### config.mk
export PLATFORM = sky130hd
export DESIGN_NAME = sdrc_top
export DESIGN_NICKNAME = d
export VERILOG_FILES = /design/src/shared/sdrc_pkg.sv /design/src/rtl/sdrc_resp_check.sv /design/src/rtl/sdrc_top.sv
export VERILOG_INCLUDE_DIRS = /design/src /design/src/shared
export SDC_FILE = /design/constraint.sdc
export NUM_CORES = 1
export LEC_CHECK = 0
export ABC_AREA = 1
export BUFFER_PORTS_ARGS = -buffer_cell sky130_fd_sc_hd__buf_4
export CORE_MARGIN = 5
export CORE_UTILIZATION = 51
export CTS_CLUSTER_DIAMETER = 50
export DETAILED_ROUTE_END_ITERATION = 10
export GPL_TIMING_DRIVEN = 0
export PLACE_DENSITY = 0.86
export REMOVE_ABC_BUFFERS = 1
export SYNTH_ARGS = -nofsm -noshare
export SYNTH_HDL_FRONTEND = slang
export SYNTH_SLANG_ARGS = --single-unit
export TNS_END_PERCENT = 5
### constraint.sdc
create_clock -name mclk -period 1.4 [get_ports mclk]
set_input_delay 0.28 -clock mclk [delete_from_list [all_inputs] [get_ports mclk]]
set_output_delay 0.28 -clock mclk [all_outputs]
set_load 0.01 [all_outputs]
### src/shared/sdrc_regs.svh
// Register offsets, field positions, reset values and codes of the block.
`ifndef SDRC_REGS_SVH
`define SDRC_REGS_SVH

// ======================================================================
// Offsets (byte addresses)
`define SDRC_OFS_CMD      8'h00
`define SDRC_OFS_BLK      8'h04
`define SDRC_OFS_STAT     8'h08
`define SDRC_OFS_MASK     8'h0C
`define SDRC_OFS_PROG     8'h10

// ======================================================================
// Command and transfer-mode fields
`define SDRC_CMD_RST      32'h00000000
`define SDRC_CMD_WMASK    32'h3FFB0033
`define SDRC_B_IDX_LO     24
`define SDRC_B_DP         21
`define SDRC_B_RESPONSE_INDEX_CHECK_ENABLE       20
`define SDRC_B_RESPONSE_CRC_CHECK_ENABLE       19
`define SDRC_B_FMT_LO     16
`define SDRC_B_MULTI_BLOCK_SELECT       5
`define SDRC_B_TRANSFER_DIRECTION       4
`define SDRC_B_BCE        1
`define SDRC_B_DE         0
`define SDRC_FMT_NONE     2'h0
`define SDRC_FMT_136      2'h1
`define SDRC_FMT_48       2'h2
`define SDRC_FMT_48B      2'h3
`define SDRC_AUTO_IDX     6'h0C

// ======================================================================
// Block register, status and mask
`define SDRC_BLK_RST      32'h00000000
`define SDRC_BLK_WMASK    32'hFFFF0FFF
`define SDRC_B_CNT_LO     16
`define SDRC_S_CDONE      0
`define SDRC_S_XDONE      1
`define SDRC_S_CRC        17
`define SDRC_S_IDX        19
`define SDRC_STAT_MASK    32'h000A0003

`endif

### src/shared/sdrc_pkg.sv
// Types shared by the response-check block and its checker.
package sdrc_pkg;

   typedef enum logic [1:0] {
      SDRC_IDLE,
      SDRC_WAIT_RESP,
      SDRC_WAIT_BUSY,
      SDRC_XFER
   } sdrc_state_t;

   typedef struct packed {
      logic       valid;
      logic [5:0] index;
      logic [1:0] fmt;
      logic       long_resp;
      logic       short_resp;
      logic       busy_wait;
   } sdrc_issue_t;

   typedef struct packed {
      logic       valid;
      logic       auto_stop;
      logic [5:0] index;
      logic       crc_ok;
   } sdrc_resp_t;

   typedef struct packed {
      logic active;
      logic dir;
      logic dma;
      logic multi;
   } sdrc_xfer_t;

endpackage

### src/rtl/sdrc_resp_check.sv
// Index and CRC7 checks applied to one received command response.
`timescale 1ns/1ps
`default_nettype none
`include "sdrc_regs.svh"

module sdrc_resp_check import sdrc_pkg::*; (
   // Response and its context
   input  wire sdrc_resp_t resp,
   input  wire logic       fire,
   input  wire logic [1:0] fmt,
   input  wire logic       response_index_check_enable,
   input  wire logic       response_crc_check_enable,
   input  wire logic [5:0] issued_index,
   // Verdicts
   output logic            idx_err,
   output logic            crc_err
);

   logic       expect_resp;
   logic [5:0] want_index;

   // An automatic stop always expects a response and ignores the enables.
   assign expect_resp = resp.auto_stop | (fmt != `SDRC_FMT_NONE);
   assign want_index  = resp.auto_stop ? `SDRC_AUTO_IDX : issued_index;
   assign idx_err = fire & expect_resp & (resp.auto_stop | response_index_check_enable)
                  & (resp.index != want_index);
   assign crc_err = fire & expect_resp & (resp.auto_stop | response_crc_check_enable)
                  & ~resp.crc_ok;

endmodule
`default_nettype wire

### src/rtl/sdrc_top.sv
// Command and transfer-mode register bank with response checks.
//
// The register offsets and the Avalon-MM interface to the registers were decided locally.
`timescale 1ns/1ps
`default_nettype none
`include "sdrc_regs.svh"

// How it works
// - Index comparison happens only while the index-check enable bit is set, except for automatic stop responses.
// - Index mismatch under enabled checking sets status bit 19.
// - Automatic stop responses are always index checked.
// - CRC7 verification happens only while the CRC-check enable bit is set, except for automatic stop responses.
// - CRC7 mismatch under enabled checking sets status bit 17.
// - Automatic stop responses always have their CRC verified.
// - Format 0 none, 1 long 136-bit, 2 short 48-bit response.
// - Format 3 waits for a 48-bit response then the card's busy.
// - With multi-block select clear, one block ends the transfer.
// - Multi-block with block count gate clear runs without end.
// - Direction bit 0 writes to the card, 1 reads from it.
// - Multi-block with gate set ends after the programmed block count.
module sdrc_top import sdrc_pkg::*; (
   // Clock and reset
   input  wire logic        mclk,
   input  wire logic        rst_n,
   // Avalon-MM slave
   input  wire logic [7:0]  avs_address,
   input  wire logic        avs_read,
   input  wire logic        avs_write,
   input  wire logic [31:0] avs_writedata,
   input  wire logic [3:0]  avs_byteenable,
   output logic [31:0]      avs_readdata,
   output logic             avs_waitrequest,
   // Card-side engines
   input  wire sdrc_resp_t  resp_i,
   input  wire logic        card_busy,
   input  wire logic        block_done,
   input  wire logic        xfer_abort,
   output sdrc_issue_t      issue_o,
   output sdrc_xfer_t       xfer_o,
   // Interrupt
   output logic             irq
);

   localparam logic [31:0] CMD_WM = `SDRC_CMD_WMASK;
   localparam logic [31:0] BLK_WM = `SDRC_BLK_WMASK;
   localparam logic [31:0] STAT_WM = `SDRC_STAT_MASK;

   logic [31:0]  cmd_q;
   logic [31:0]  blk_q;
   logic [31:0]  stat_q;
   logic [31:0]  mask_q;
   logic [31:0]  rdata_q;
   logic [31:0]  set_vec;
   logic [31:0]  rd_mux;
   logic [15:0]  left_q;
   logic [15:0]  done_q;
   sdrc_state_t  state_q;
   sdrc_state_t  state_d;
   sdrc_issue_t  issue_q;
   logic         ack_q;
   logic         go_q;
   logic         irq_q;
   logic         wr_ok;
   logic         rd_ok;
   logic         launch;
   logic         resp_fire;
   logic         idx_err;
   logic         crc_err;
   logic         cmd_done;
   logic         xfer_done;
   logic         last_blk;
   logic         st_idle;
   logic         st_xfer;
   logic [1:0]   fmt;
   logic [5:0]   cmd_index;
   logic         response_index_check_enable;
   logic         response_crc_check_enable;
   logic         dp;
   logic         multi_block_select;
   logic         bce;

   assign fmt       = cmd_q[`SDRC_B_FMT_LO +: 2];
   assign cmd_index = cmd_q[`SDRC_B_IDX_LO +: 6];
   assign response_index_check_enable      = cmd_q[`SDRC_B_RESPONSE_INDEX_CHECK_ENABLE];
   assign response_crc_check_enable      = cmd_q[`SDRC_B_RESPONSE_CRC_CHECK_ENABLE];
   assign dp        = cmd_q[`SDRC_B_DP];
   assign multi_block_select      = cmd_q[`SDRC_B_MULTI_BLOCK_SELECT];
   assign bce       = cmd_q[`SDRC_B_BCE];
   assign st_idle   = (state_q == SDRC_IDLE);
   assign st_xfer   = (state_q == SDRC_XFER);

   // ======================================================================
   // Bus slave
   // Every access costs one wait cycle; read data is captured in it.
   assign avs_waitrequest = (avs_read | avs_write) & ~ack_q;
   assign avs_readdata    = rdata_q;
   assign wr_ok           = avs_write & ack_q;
   assign rd_ok           = avs_read & ack_q;

   always_ff @(posedge mclk or negedge rst_n) begin
      if (!rst_n) begin
         ack_q <= 1'b0;
      end else begin
         ack_q <= (avs_read | avs_write) & ~ack_q;
      end
   end

   always_comb begin
      case (avs_address)
         `SDRC_OFS_CMD:  rd_mux = cmd_q;
         `SDRC_OFS_BLK:  rd_mux = blk_q;
         `SDRC_OFS_STAT: rd_mux = stat_q;
         `SDRC_OFS_MASK: rd_mux = mask_q;
         `SDRC_OFS_PROG: rd_mux = {done_q, 14'h0000, state_q};
         default:        rd_mux = 32'h00000000;
      endcase
   end

   always_ff @(posedge mclk or negedge rst_n) begin
      if (!rst_n) begin
         rdata_q <= 32'h00000000;
      end else if (avs_read && !ack_q) begin
         rdata_q <= rd_mux;
      end
   end

   // ======================================================================
   // Command and transfer-mode register
   // The mode byte is frozen during a transfer; the command bytes are
   // frozen until the block is idle, so checks never change mid-command.
   always_ff @(posedge mclk or negedge rst_n) begin
      if (!rst_n) begin
         cmd_q <= `SDRC_CMD_RST;
      end else if (wr_ok && avs_address == `SDRC_OFS_CMD) begin
         for (int i = 0; i < 4; i++) begin
            if (avs_byteenable[i] && (i == 0 ? !st_xfer : st_idle)) begin
               cmd_q[8*i +: 8] <= avs_writedata[8*i +: 8]
                                & CMD_WM[8*i +: 8];
            end
         end
      end
   end

   // A write into the top byte sends the command from the idle state.
   assign launch = wr_ok && (avs_address == `SDRC_OFS_CMD)
                 && avs_byteenable[3] && st_idle;

   always_ff @(posedge mclk or negedge rst_n) begin
      if (!rst_n) begin
         go_q <= 1'b0;
      end else begin
         go_q <= launch;
      end
   end

   always_ff @(posedge mclk or negedge rst_n) begin
      if (!rst_n) begin
         blk_q <= `SDRC_BLK_RST;
      end else if (wr_ok && avs_address == `SDRC_OFS_BLK && !st_xfer) begin
         for (int i = 0; i < 4; i++) begin
            if (avs_byteenable[i]) begin
               blk_q[8*i +: 8] <= avs_writedata[8*i +: 8] & BLK_WM[8*i +: 8];
            end
         end
      end
   end

   // ======================================================================
   // Response checks
   assign resp_fire = resp_i.valid
                    & ((state_q == SDRC_WAIT_RESP) | resp_i.auto_stop);

   sdrc_resp_check u_check (
      .resp         (resp_i),
      .fire         (resp_fire),
      .fmt          (fmt),
      .response_index_check_enable         (response_index_check_enable),
      .response_crc_check_enable         (response_crc_check_enable),
      .issued_index (cmd_index),
      .idx_err      (idx_err),
      .crc_err      (crc_err)
   );

   // ======================================================================
   // Command and transfer sequencing
   assign last_blk = !multi_block_select || (bce && left_q <= 16'h0001);

   always_comb begin
      state_d   = state_q;
      cmd_done  = 1'b0;
      xfer_done = 1'b0;
      case (state_q)
         SDRC_IDLE: begin
            if (go_q && fmt == `SDRC_FMT_NONE) begin
               cmd_done = 1'b1;
               state_d  = dp ? SDRC_XFER : SDRC_IDLE;
            end else if (go_q) begin
               state_d = SDRC_WAIT_RESP;
            end
         end
         SDRC_WAIT_RESP: begin
            if (resp_fire && !resp_i.auto_stop) begin
               if (fmt == `SDRC_FMT_48B) begin
                  state_d = SDRC_WAIT_BUSY;
               end else begin
                  cmd_done = 1'b1;
                  state_d  = (dp && !idx_err && !crc_err) ? SDRC_XFER
                                                         : SDRC_IDLE;
               end
            end
         end
         SDRC_WAIT_BUSY: begin
            // The card must raise busy by the cycle after its response.
            if (!card_busy) begin
               cmd_done = 1'b1;
               state_d  = dp ? SDRC_XFER : SDRC_IDLE;
            end
         end
         SDRC_XFER: begin
            if (xfer_abort || (block_done && last_blk)) begin
               xfer_done = 1'b1;
               state_d   = SDRC_IDLE;
            end
         end
         default: state_d = SDRC_IDLE;
      endcase
   end

   always_ff @(posedge mclk or negedge rst_n) begin
      if (!rst_n) begin
         state_q <= SDRC_IDLE;
      end else begin
         state_q <= state_d;
      end
   end

   // Blocks left counts down only when the count gate is on.
   always_ff @(posedge mclk or negedge rst_n) begin
      if (!rst_n) begin
         left_q <= 16'h0000;
         done_q <= 16'h0000;
      end else if (go_q) begin
         left_q <= blk_q[`SDRC_B_CNT_LO +: 16];
         done_q <= 16'h0000;
      end else if (st_xfer && block_done) begin
         done_q <= done_q + 16'h0001;
         if (multi_block_select && bce) begin
            left_q <= left_q - 16'h0001;
         end
      end
   end

   always_ff @(posedge mclk or negedge rst_n) begin
      if (!rst_n) begin
         issue_q <= '0;
      end else begin
         issue_q.valid      <= go_q && st_idle;
         issue_q.index      <= cmd_index;
         issue_q.fmt        <= fmt;
         issue_q.long_resp  <= (fmt == `SDRC_FMT_136);
         issue_q.short_resp <= fmt[1];
         issue_q.busy_wait  <= (fmt == `SDRC_FMT_48B);
      end
   end

   assign issue_o      = issue_q;
   assign xfer_o.active = st_xfer;
   assign xfer_o.dir    = cmd_q[`SDRC_B_TRANSFER_DIRECTION];
   assign xfer_o.dma    = cmd_q[`SDRC_B_DE];
   assign xfer_o.multi  = multi_block_select;

   // ======================================================================
   // Status, mask and interrupt
   // A status read clears the bits; an event in the same cycle survives.
   always_comb begin
      set_vec = 32'h00000000;
      set_vec[`SDRC_S_CDONE] = cmd_done;
      set_vec[`SDRC_S_XDONE] = xfer_done;
      set_vec[`SDRC_S_CRC]   = crc_err;
      set_vec[`SDRC_S_IDX]   = idx_err;
   end

   always_ff @(posedge mclk or negedge rst_n) begin
      if (!rst_n) begin
         stat_q <= 32'h00000000;
      end else if (rd_ok && avs_address == `SDRC_OFS_STAT) begin
         stat_q <= set_vec;
      end else begin
         stat_q <= stat_q | set_vec;
      end
   end

   always_ff @(posedge mclk or negedge rst_n) begin
      if (!rst_n) begin
         mask_q <= 32'h00000000;
      end else if (wr_ok && avs_address == `SDRC_OFS_MASK) begin
         for (int i = 0; i < 4; i++) begin
            if (avs_byteenable[i]) begin
               mask_q[8*i +: 8] <= avs_writedata[8*i +: 8]
                                 & STAT_WM[8*i +: 8];
            end
         end
      end
   end

   always_ff @(posedge mclk or negedge rst_n) begin
      if (!rst_n) begin
         irq_q <= 1'b0;
      end else begin
         irq_q <= |(stat_q & mask_q);
      end
   end

   assign irq = irq_q;

   // ======================================================================
   // Checks
   AST_IDX_OFF: assert property (@(posedge mclk) disable iff (!rst_n)
      resp_fire && !resp_i.auto_stop && !response_index_check_enable |=> !stat_q[`SDRC_S_IDX]
         || $past(stat_q[`SDRC_S_IDX]))
      else $error("index error raised while index check is off");

   AST_IDX_SET: assert property (@(posedge mclk) disable iff (!rst_n)
      resp_fire && !resp_i.auto_stop && response_index_check_enable && fmt != `SDRC_FMT_NONE
         && resp_i.index != cmd_index |=> stat_q[`SDRC_S_IDX])
      else $error("index mismatch not flagged");

   AST_AUTO_IDX: assert property (@(posedge mclk) disable iff (!rst_n)
      resp_fire && resp_i.auto_stop && resp_i.index != `SDRC_AUTO_IDX
         |=> stat_q[`SDRC_S_IDX])
      else $error("automatic stop index mismatch not flagged");

   AST_CRC_OFF: assert property (@(posedge mclk) disable iff (!rst_n)
      resp_fire && !resp_i.auto_stop && !response_crc_check_enable |-> !crc_err)
      else $error("crc error raised while crc check is off");

   AST_CRC_SET: assert property (@(posedge mclk) disable iff (!rst_n)
      resp_fire && response_crc_check_enable && fmt != `SDRC_FMT_NONE && !resp_i.crc_ok
         |=> stat_q[`SDRC_S_CRC])
      else $error("crc mismatch not flagged");

   AST_AUTO_CRC: assert property (@(posedge mclk) disable iff (!rst_n)
      resp_fire && resp_i.auto_stop && !resp_i.crc_ok |-> crc_err)
      else $error("automatic stop crc mismatch not flagged");

   AST_FMT: assert property (@(posedge mclk) disable iff (!rst_n)
      issue_o.valid |-> issue_o.long_resp == (issue_o.fmt == `SDRC_FMT_136)
         && issue_o.short_resp == issue_o.fmt[1])
      else $error("issued length does not match the format");

   AST_BUSY: assert property (@(posedge mclk) disable iff (!rst_n)
      state_q == SDRC_WAIT_BUSY && card_busy |=> state_q == SDRC_WAIT_BUSY
         && !stat_q[`SDRC_S_CDONE] || $past(stat_q[`SDRC_S_CDONE]))
      else $error("command completed while card still busy");

   AST_SINGLE: assert property (@(posedge mclk) disable iff (!rst_n)
      st_xfer && !multi_block_select && block_done |=> st_idle && stat_q[`SDRC_S_XDONE])
      else $error("single block transfer did not end after one block");

   AST_INF: assert property (@(posedge mclk) disable iff (!rst_n)
      st_xfer && multi_block_select && !bce && !xfer_abort |=> st_xfer)
      else $error("ungated multi-block transfer stopped");

   AST_COUNT: assert property (@(posedge mclk) disable iff (!rst_n)
      st_xfer && multi_block_select && bce && block_done && left_q > 16'h0001
         && !xfer_abort |=> st_xfer && left_q == $past(left_q) - 16'h0001)
      else $error("gated block count not followed");

   AST_NORESP: assert property (@(posedge mclk) disable iff (!rst_n)
      st_idle && go_q && fmt == `SDRC_FMT_NONE
         |=> state_q != SDRC_WAIT_RESP)
      else $error("response awaited with no response expected");

   AST_RSVD: assert property (@(posedge mclk) disable iff (!rst_n)
      (cmd_q & ~CMD_WM) == 32'h00000000)
      else $error("reserved command bits not zero");

endmodule
`default_nettype wire

; ---- Word level (Yosys, flattened, before mapping)
; Index checks and enable logic that the tools add are counted.
[word_totals]
output_inout_bits = 50
n_memories = 0
regBits = 162
input_bits = 60
romBits = 0
latch_bits = 0
ramBits = 0
wordCells = 128
[op_classes]
muxes = 24
shift = 0
reduce_logical = 46
bitwise_logic = 18
multipliers = 0
n_addsub = 2
order_cmp = 1
div_mod_pow = 0
n_eq_ne = 14
[ops]
columns = op, n
row1 = $pmux 32 s5, 1
row2 = $mux 16, 5
row3 = $and 32x20->32, 1
row4 = $mux 32, 1
row5 = $or 32x20->32, 1
row6 = $reduce_or 32->1, 1
row7 = $logic_and 1x1->1, 20
row8 = $reduce_and 2->1, 10
row9 = $add 16x1->16 const B, 1
row10 = $eq 8x4->1 const B, 2
row11 = $le 16x1->1 const B, 1
row12 = $mux 2, 8
row13 = $sub 16x1->16 const B, 1
row14 = $and 1x1->1, 9
row15 = $eq 8x3->1 const B, 1
row16 = $eq 8x5->1 const B, 1
row17 = $logic_not 8->1, 1
row18 = $pmux 2 s4, 1
row19 = $eq 2x2->1 const B, 3
row20 = $logic_not 1->1, 6
row21 = $mux 1, 6
row22 = $mux 6, 1
row23 = $ne 6x6->1, 1
row24 = $reduce_bool 2->1, 3
row25 = other kinds (10), 19

; ---- Depth between registers and ports, before layout
; Gate-level depths: netlist of run 1.
[logic_depth]
ltp_word = 13
ltp_mapped = 14
depth_no_buf = 13

; ---- Hierarchy
; Synthesis of run 1 repeated with hierarchy kept, for this count alone.
[unflattened]
cells_unflattened = 785
area_unflattened_um2 = 6334.8
[modules_own_cells]
columns = mod, area_per_inst_um2, n_inst, cells_each, seq_area_each_um2
row1 = sdrc_top, 6170.9, 1, 748, 3253.1
row2 = sdrc_resp_check, 163.9, 1, 37, 0.0

; ---- Worst setup path before layout of run 1
; No wires, ideal clock.
[synth_path]
kind = reg-to-reg
start = register ack_q
end = register rdata_q[7], in the netlist avs_readdata[7]
arrival_time_ns = 1.368
setup_ns = 0.121
required_ns = 1.279
path_buffers = 1
period_less_slack_ns = 1.489
stages_incl_launch_ff = 5
slack_ns = -0.089
cell_sequence = dfrtp_1 nor2_2 clkinv_1 clkbuf_1 a22o_1
[synth_between]
elab_chain_cells = 2
[synth_lines]
columns = element, line_no
row1 = "start, declared", sdrc_top.sv:60  ; logic ack_q;
row2 = "start signal, assigned", sdrc_top.sv:104  ; ack_q <= (avs_read | avs_write) & ~ack_q;
row3 = $logic_not 1->1, sdrc_top.sv:122  ; end else if (avs_read && !ack_q) begin
row4 = $logic_and 1x1->1, sdrc_top.sv:122
row5 = "end signal, assigned", sdrc_top.sv:123  ; rdata_q <= rd_mux;
row6 = "end, declared", sdrc_top.sv:52  ; logic [31:0] rdata_q;
; Every way passes these cells.
; A chain may end at the register's enable or synchronous reset.

; ---- Final worst setup path of run 1
[layout_path]
start = register left_q[0]
end = register state_q[1]
[layout_between]
elab_chain_cells = 7
[layout_lines]
columns = element, line_no
row1 = "start, declared", sdrc_top.sv:55  ; logic [15:0] left_q;
row2 = "start signal, assigned", sdrc_top.sv:243  ; left_q <= blk_q[`SDRC_B_CNT_LO +: 16];
row3 = "start signal, assigned", sdrc_top.sv:248  ; left_q <= left_q - 16'h0001;
row4 = $le 16x1->1, sdrc_top.sv:186  ; assign last_blk = !multi_block_select || (bce && left_q <= 16'h0001);
row5 = $logic_and 1x1->1, sdrc_top.sv:186
row6 = $logic_or 1x1->1, sdrc_top.sv:186
row7 = $logic_and 1x1->1, sdrc_top.sv:220  ; if (xfer_abort || (block_done && last_blk)) begin
row8 = $logic_or 1x1->1, sdrc_top.sv:220
row9 = $ne 2x1->1 (no source line), --
row10 = $reduce_and 4->1 (no source line), --
row11 = "end signal, assigned", sdrc_top.sv:233  ; state_q <= state_d;
row12 = "end, declared", sdrc_top.sv:57  ; sdrc_state_t state_q;
; Every way passes these cells.

==> results of run 1 <==
## layer usage
metal	track usage, %	routed length, um	share of wire, %
met4	12.67	1299	6.2
met3	7.163	2380	11
met2	42.20	9680	46
met5	0	0	0
met1	32.82	7548	36
## repair_timing
action                     in CTS  in global routing
resized for setup              73                 67
pin swaps                      10                 19
setup endpoints to repair     112                110
gates cloned                    1                  0
hold buffers                    1                  0
hold endpoints to repair       37                  0
setup buffers                  18                 16
## flip-flops by register name (all words and copies together), names as in the netlist
name,cells
state_q,2
done_q,16
left_q,16
ack_q,1
cmd_q,17
blk_q,28
irq,1
stat_q,4
mask_q,4
issue_o,11
avs_readdata,29
go_q,1
## critical path: cells and delay by family, from the launching register on
family,cells,cell delay [ns]
fa+ha+maj,1,0.17
flops,1,0.41
compound gates,1,0.13
buf+inv,2,0.19
simple gates,8,0.84
## worst min path at each step
stage	startpoint	endpoint	slack [ns]	depth (start not counted)
CTS	avs_writedata[6]	blk_q[6]	0.08	3
finish	avs_writedata[2]	blk_q[2]	0.06	3
global placement	cmd_q[25]	issue_o[6]	0.44	0
detailed placement	rst_n	issue_o[8]	0.20	1
global route	avs_writedata[2]	blk_q[2]	0.09	3
floorplan	rst_n	ack_q	-0.02	0
## report_power, final
| part | switching (mW) | internal [mW] | total, mW |
|---|---|---|---|
| Sequential | 0.0609 | 3.82 | 3.88 |
| Clock | 1.74 | 2.95 | 4.69 |
| Combinational | 0.348 | 0.244 | 0.592 |
| Total | 2.15 | 7.01 | 9.16 |
## cell families after synthesis
logic type      count (synthesis)
buf+inv                       128
compound gates                174
simple gates                  294
flops                         130
xor+xnor                        6
mux                             2
fa+ha+maj                       3
## Yosys cell counts (6+ instances only)
cell      count  share of area, %
a21boi_0      7              0.86
a21oi_1      49               4.0
a22oi_1       6              0.73
buf_4        13               1.6
clkbuf_1      7              0.43
dfrtp_1     130                53
inv_1       101               6.2
nand2_1     170                10
nand3_1      30               2.4
nor2_1       63               3.9
nor2_2        8              0.81
o21ai_0      77               6.3
o21ai_1       7              0.57
o22ai_1       6              0.61
## per-stage QoR
| step | util [%] | hold WS, ns | area [um^2] |
|---|---|---|---|
| floorplan | - | -0.01559 | 5993 |
| global placement | 58.48 | 0.4350 | 6965 |
| detailed placement | 58.74 | 0.1988 | 6997 |
| CTS | 67.51 | 0.07913 | 8041 |
| global route | 70.23 | 0.08751 | 8366 |
| finish | 70.23 | 0.05926 | 8366 |
## area by class of cell
type	count	area [um^2]
clock buffer	20	466.7
clock inverter	12	155.1
fill	765	3546
inverter	103	427.9
multi-input combinational	479	2718
sequential	130	3267
tap	147	183.9
timing repair buffer	141	1140
timing repair inverter	1	7.507
## layout by cell type (no fill, tap or decap), drive strengths merged, types with 4 or more instances in the layout
cell type / instances
o21ai: 84
clkinvlp: 8
nand3: 32
dfrtp: 130
nand2: 173
clkbuf: 21
clkinv: 7
a22oi: 6
xor2: 4
a22o: 4
nand4: 4
nor2: 72
nor3: 8
a21boi: 7
a21oi: 49
o22ai: 6
o311ai: 4
inv: 98
buf: 139
o221ai: 5
==> metrics.yaml, run 1 <==
run_status:
  status: "complete, but fails checks"
  violations: "negative setup slack"
logic_synthesis:
  synth_adder_area_share_pct: 0.6111
  ys_seq_area_share_pct: 52.96
  synth-seq-cells: 130
  syn-cell-area_um2: 6142
  ys.flop_type: "dfrtp_1"
  yosys_warnings: 0
  synth_top_family_by_area: "simple AND/OR/NAND/NOR gates"
  yosys.area_share.xor_xnor_pct: 0.8556
  synth_compound_area_share_pct: 16.01
  synth-edff-count: 0
  synthSimpleGateAreaFrac_pct: 20.47
  async_flop_share_pct: 100.0
  syn_avg_cell_area_um2: 8.334
  postSynthCellCount: 737
  synth.distinct_cells: 39
  muxShareOfSynthArea_pct: 0.3667
clock_tree:
  clock-sinks: 130
  cts_tree: "done"
  clkTransAtPathRegs_ns: 0.06
  cts_buffers: 17
  cts_root_buf: "clkbuf_16"
  clockBufferDepth: 2
  cts_max_level: 4
  clock_latency_ns: 0.42
detailed_routing:
  routed_wl_um: 20910
  drc: 0
  routedWlPerCell_um: 20.24
  vias: 6204
  drt_iter0_drc: 984
  final_antenna_net_count: 0
  viasPerCell: 6.006
  firstDrtPassIters: 7
power_and_ir_drop:
  p_leak_nw: 4.113
  ir_worst_vdd_v: 0.0007183
  powerDensity_nw_per_um2: 1095
  finalPower_mw: 9.161
run:
  drv_cap: 0
critical_path:
  critPathCapture: "state_q[1]"
  crit_path_max_fanout: 3
  endpoint_kind: "flop"
  r2r_end: "state_q[1]"
  crit_path_max_incr_delay_ns: 0.41
  cp-start-kind: "flop"
  path_cells: "buf_6 > ha_4 > o21ai_2 > nor2_1 > nand3_2 > nand2_2 > nand2_1 > nand3_2 > nand2_2 > inv_1 > nand2_1 > nand2_1"
  reg2regPathDepth: 12
  crit_type: "flop to flop"
  arrival_ns: 2.16
  cp-startpoint: "left_q[0]"
  crit_required_ns: 1.70
  cpMostUsedCell: "nand2_1"
  reg2reg_slack_ns: -0.45
  timing.rr.start: "left_q[0]"
  worst_path_max_delay_cell: "dfrtp_1"
placement:
  port_buffers: 105
  place_ws_ns: -1.207
  dp_cells: 965
  gp_congestion: 0.9359
  hpwl_um: 11480
floorplanning:
  initial_core_util_pct: 51.57
  die-area_um2: 14340
  rows: 40
  fp.dieW_um: 119.7
  core_region_area_um2: 11910
  pin_count: 110
  die_y_um: 119.7
global_routing:
  grt_antenna_before_repair: 0
  grt_max_degree: 94
  grt_overflow_total: 0
  grt_pass1_wl_um: 29730
  track_usage_pct: 26.22
  grt_pass1_vias: 5975
worst_hold_path:
  hp-class: "primary input to flop"
timing:
  tightestPinTransition_ns: 0.5029
  setup_viol: 82
  clock_skew_ns: 0.01030
  period_minus_slack_ns: 1.853
  hold_viol: 0
  finalCritPeriodShare_pct: 132.4
  rsz0062_at_grt: "yes"
  slew_headroom_pct: 66.48
  setup_slack_ns: -0.4530
  max_freq_mhz: 539.7
  drv_slew: 0
  tns_ns: -11.04
cells_and_area:
  diodes: 0
  drive_gt1_share_pct: 31.38
  final_nets: 936
  stdcell_count: 1033
  area_growth_pct: 36.20
Note: power is estimated with default switching activity, not from simulation.
==> run 2, diff against run 1 <==
--- a/config.mk
+++ b/config.mk
@@ -12,9 +12,9 @@
 export CORE_UTILIZATION = 51
 export CTS_CLUSTER_DIAMETER = 50
 export DETAILED_ROUTE_END_ITERATION = 10
-export GPL_TIMING_DRIVEN = 0
 export PLACE_DENSITY = 0.86
 export REMOVE_ABC_BUFFERS = 1
+export SKIP_LAST_GASP = 1
 export SYNTH_ARGS = -nofsm -noshare
 export SYNTH_HDL_FRONTEND = slang
 export SYNTH_SLANG_ARGS = --single-unit
==> run 2 against run 1 <==
  * The run still ends with negative setup slack left
  * Die area unchanged
  * First-iteration DRC count fell by 34%
  * Wire length decreased by 6.8%
  * Flip-flop and latch count unchanged
  * Sequential power about the same
  * Register-to-register slack gained 0.23 ns
  * Worst hold slack worse by 0.011 ns
  * Via count is 1.0% higher
  * Clock power fell by 9.8%
  * Count of clock-buffer cells in the layout is 2 higher
  * Non-clock buffer count up 80
  * Critical endpoint is now done_q[14]
  * Largest power group unchanged
==> metrics.yaml, run 2 (synthesis results as in run 1) <==
cells_and_area:
  largest_reg_flops: 29
  drive_gt1_share_pct: 31.26
  nFillCells: 807
  postLayoutCellArea_um2: 8591
  final_nets: 1016
  final_cell_mix: "buf_4 (211), nand2_1 (162), dfrtp_1 (128), inv_1 (97), o21ai_0 (75)"
  final_common_cell: "buf_4"
  diodes: 0
  area_growth_pct: 39.87
detailed_routing:
  drc: 0
  final_antenna_net_count: 0
  routedWlPerCell_um: 17.51
  firstDrtPassIters: 6
  vias: 6267
  viasPerCell: 5.631
  drt_iter0_drc: 649
  routed_wl_um: 19490
global_routing:
  grt_max_degree: 72
  grt_pass1_wl_um: 30250
  track_usage_pct: 26.72
  grt_pass1_vias: 6316
  grt_antenna_before_repair: 0
  grt_overflow_total: 0
floorplanning:
  rows: 40
  core_region_area_um2: 11910
  die_y_um: 119.7
  initial_core_util_pct: 51.57
  fp.dieW_um: 119.7
  pin_count: 110
  die-area_um2: 14340
clock_tree:
  cts_root_buf: "clkbuf_16"
  cts_max_level: 4
  cts_tree: "done"
  clockBufferDepth: 2
  clkTransAtPathRegs_ns: 0.06
  clock-sinks: 130
  cts_buffers: 17
  clock_latency_ns: 0.42
power_and_ir_drop:
  powerDensity_nw_per_um2: 1013
  pwr-share-comb_pct: 7.0
  ir_worst_vdd_v: 0.0005797
  p_leak_nw: 4.460
  power_frac_seq_pct: 44.4
  p_int_mw: 6.606
  power.share.switching_pct: 24.06
  p_clk_share_pct: 48.6
  p_switching_mw: 2.093
run_status:
  violations: "negative setup slack"
  status: "complete, but fails checks"
critical_path:
  path_buf_inv: 0
  crit_path_max_fanout: 4
  worst_path_max_delay_cell: "dfrtp_1"
  cpMostUsedCell: "nor2_2"
  endpoint_kind: "flop"
  cp-start-kind: "flop"
  crit_path_max_incr_delay_ns: 0.41
  path_cells: "nand2_4 > nor2_4 > nand2_1 > nor2_2 > nand3b_1 > nor2_2 > nand3_1 > o21ai_1 > a21oi_1"
  arrival_ns: 1.93
  crit_required_ns: 1.71
  crit_type: "flop to flop"
  crit_family: "simple AND/OR/NAND/NOR gates"
timing:
  setup_viol: 78
  rsz0062_at_grt: "yes"
  finalCritPeriodShare_pct: 115.9
  setup_slack_ns: -0.2231
  drv_slew: 0
  max_freq_mhz: 616.1
  hold_viol: 0
  whs_ns: 0.04847
  tns_ns: -6.817
  tightestPinTransition_ns: 0.4281
  clock_skew_ns: 0.008555
  period_minus_slack_ns: 1.623
  slew_headroom_pct: 71.46
run:
  drv_cap: 0
worst_hold_path:
  hp-class: "primary input to flop"
placement:
  gp_congestion: 0.9154
  placed_area_um2: 7851
  port_buffers: 105
  hpwl_um: 13270
## run 2: power by group through the flow
| stage | Combinational, mW | Sequential (mW) | Clock (mW) |
|---|---|---|---|
| final | 0.608 | 3.87 | 4.23 |
| after global routing | 0.665 | 3.87 | 4.45 |
| after CTS | 0.600 | 3.86 | 4.27 |
| after detailed placement | 0.589 | 3.93 | 0 |
| after global placement | 0.576 | 3.93 | 0 |
| after floorplan | 0.164 | 3.94 | 0 |
## run 2: metrics by stage
step                util, %  setup WS (ns)  std cells  total power [mW]
floorplan                 -        -0.4297        712             4.101
global placement      65.91        -0.2907       1072             4.504
detailed placement    65.91        -0.3622       1072             4.518
CTS                   71.46        -0.1839       1109             8.731
global route          72.12        -0.3745       1113             8.982
finish                72.12        -0.2231       1113             8.700
## run 2: worst paths after layout
check	from	to	slack [ns]	depth (start not counted)
max reg2reg	state_q[0]	done_q[14]	-0.22	9
min reg2reg	cmd_q[26]	issue_o[7]	0.45	0
min in group asynchronous	rst_n	issue_o[7]	0.21	2
max	state_q[0]	done_q[14]	-0.22	9
min	avs_writedata[7]	blk_q[7]	0.05	3
max in group asynchronous	rst_n	state_q[1]	0.60	3
## run 2: layout make-up
class                           instances  area (um^2)  area share, %
Multi-Input combinational cell        480         2449          28.50
Timing Repair Buffer                  221         1748          20.35
Inverter                              103        386.6          4.500
Clock inverter                         10        73.82         0.8593
Sequential cell                       130         3256          37.90
Clock buffer                           22        494.2          5.753
Tap cell                              147        183.9          2.141
## run 2: routing by layer
| layer | share of wire [%] | global-route usage [%] | routed length, um | up-vias |
|---|---|---|---|---|
| li1 | - | - | - | 2834 |
| met1 | 38 | 31.63 | 7452 | 2945 |
| met2 | 47 | 44.07 | 9203 | 388 |
| met3 | 8.8 | 6.409 | 1717 | 100 |
| met4 | 5.7 | 16.25 | 1116 | 0 |
| met5 | 0 | 0 | 0 | - |
## run 2: worst min-delay path: cells and delay by family
kind / cells / cell delay [ns]
AOI/OAI and AO/OA: 1 / 0.04
buffers and inverters: 2 / 0.12
## run 2: timing repair
| item | CTS | global route |
|---|---|---|
| setup endpoints to repair | 78 | 96 |
| endpoints found under the hold margin | 130 | 0 |
| gates cloned | 0 | 1 |
| pin swaps | 6 | 5 |
| setup buffers | 4 | 3 |
| hold buffers | 1 | 0 |
| gates resized for setup | 19 | 21 |
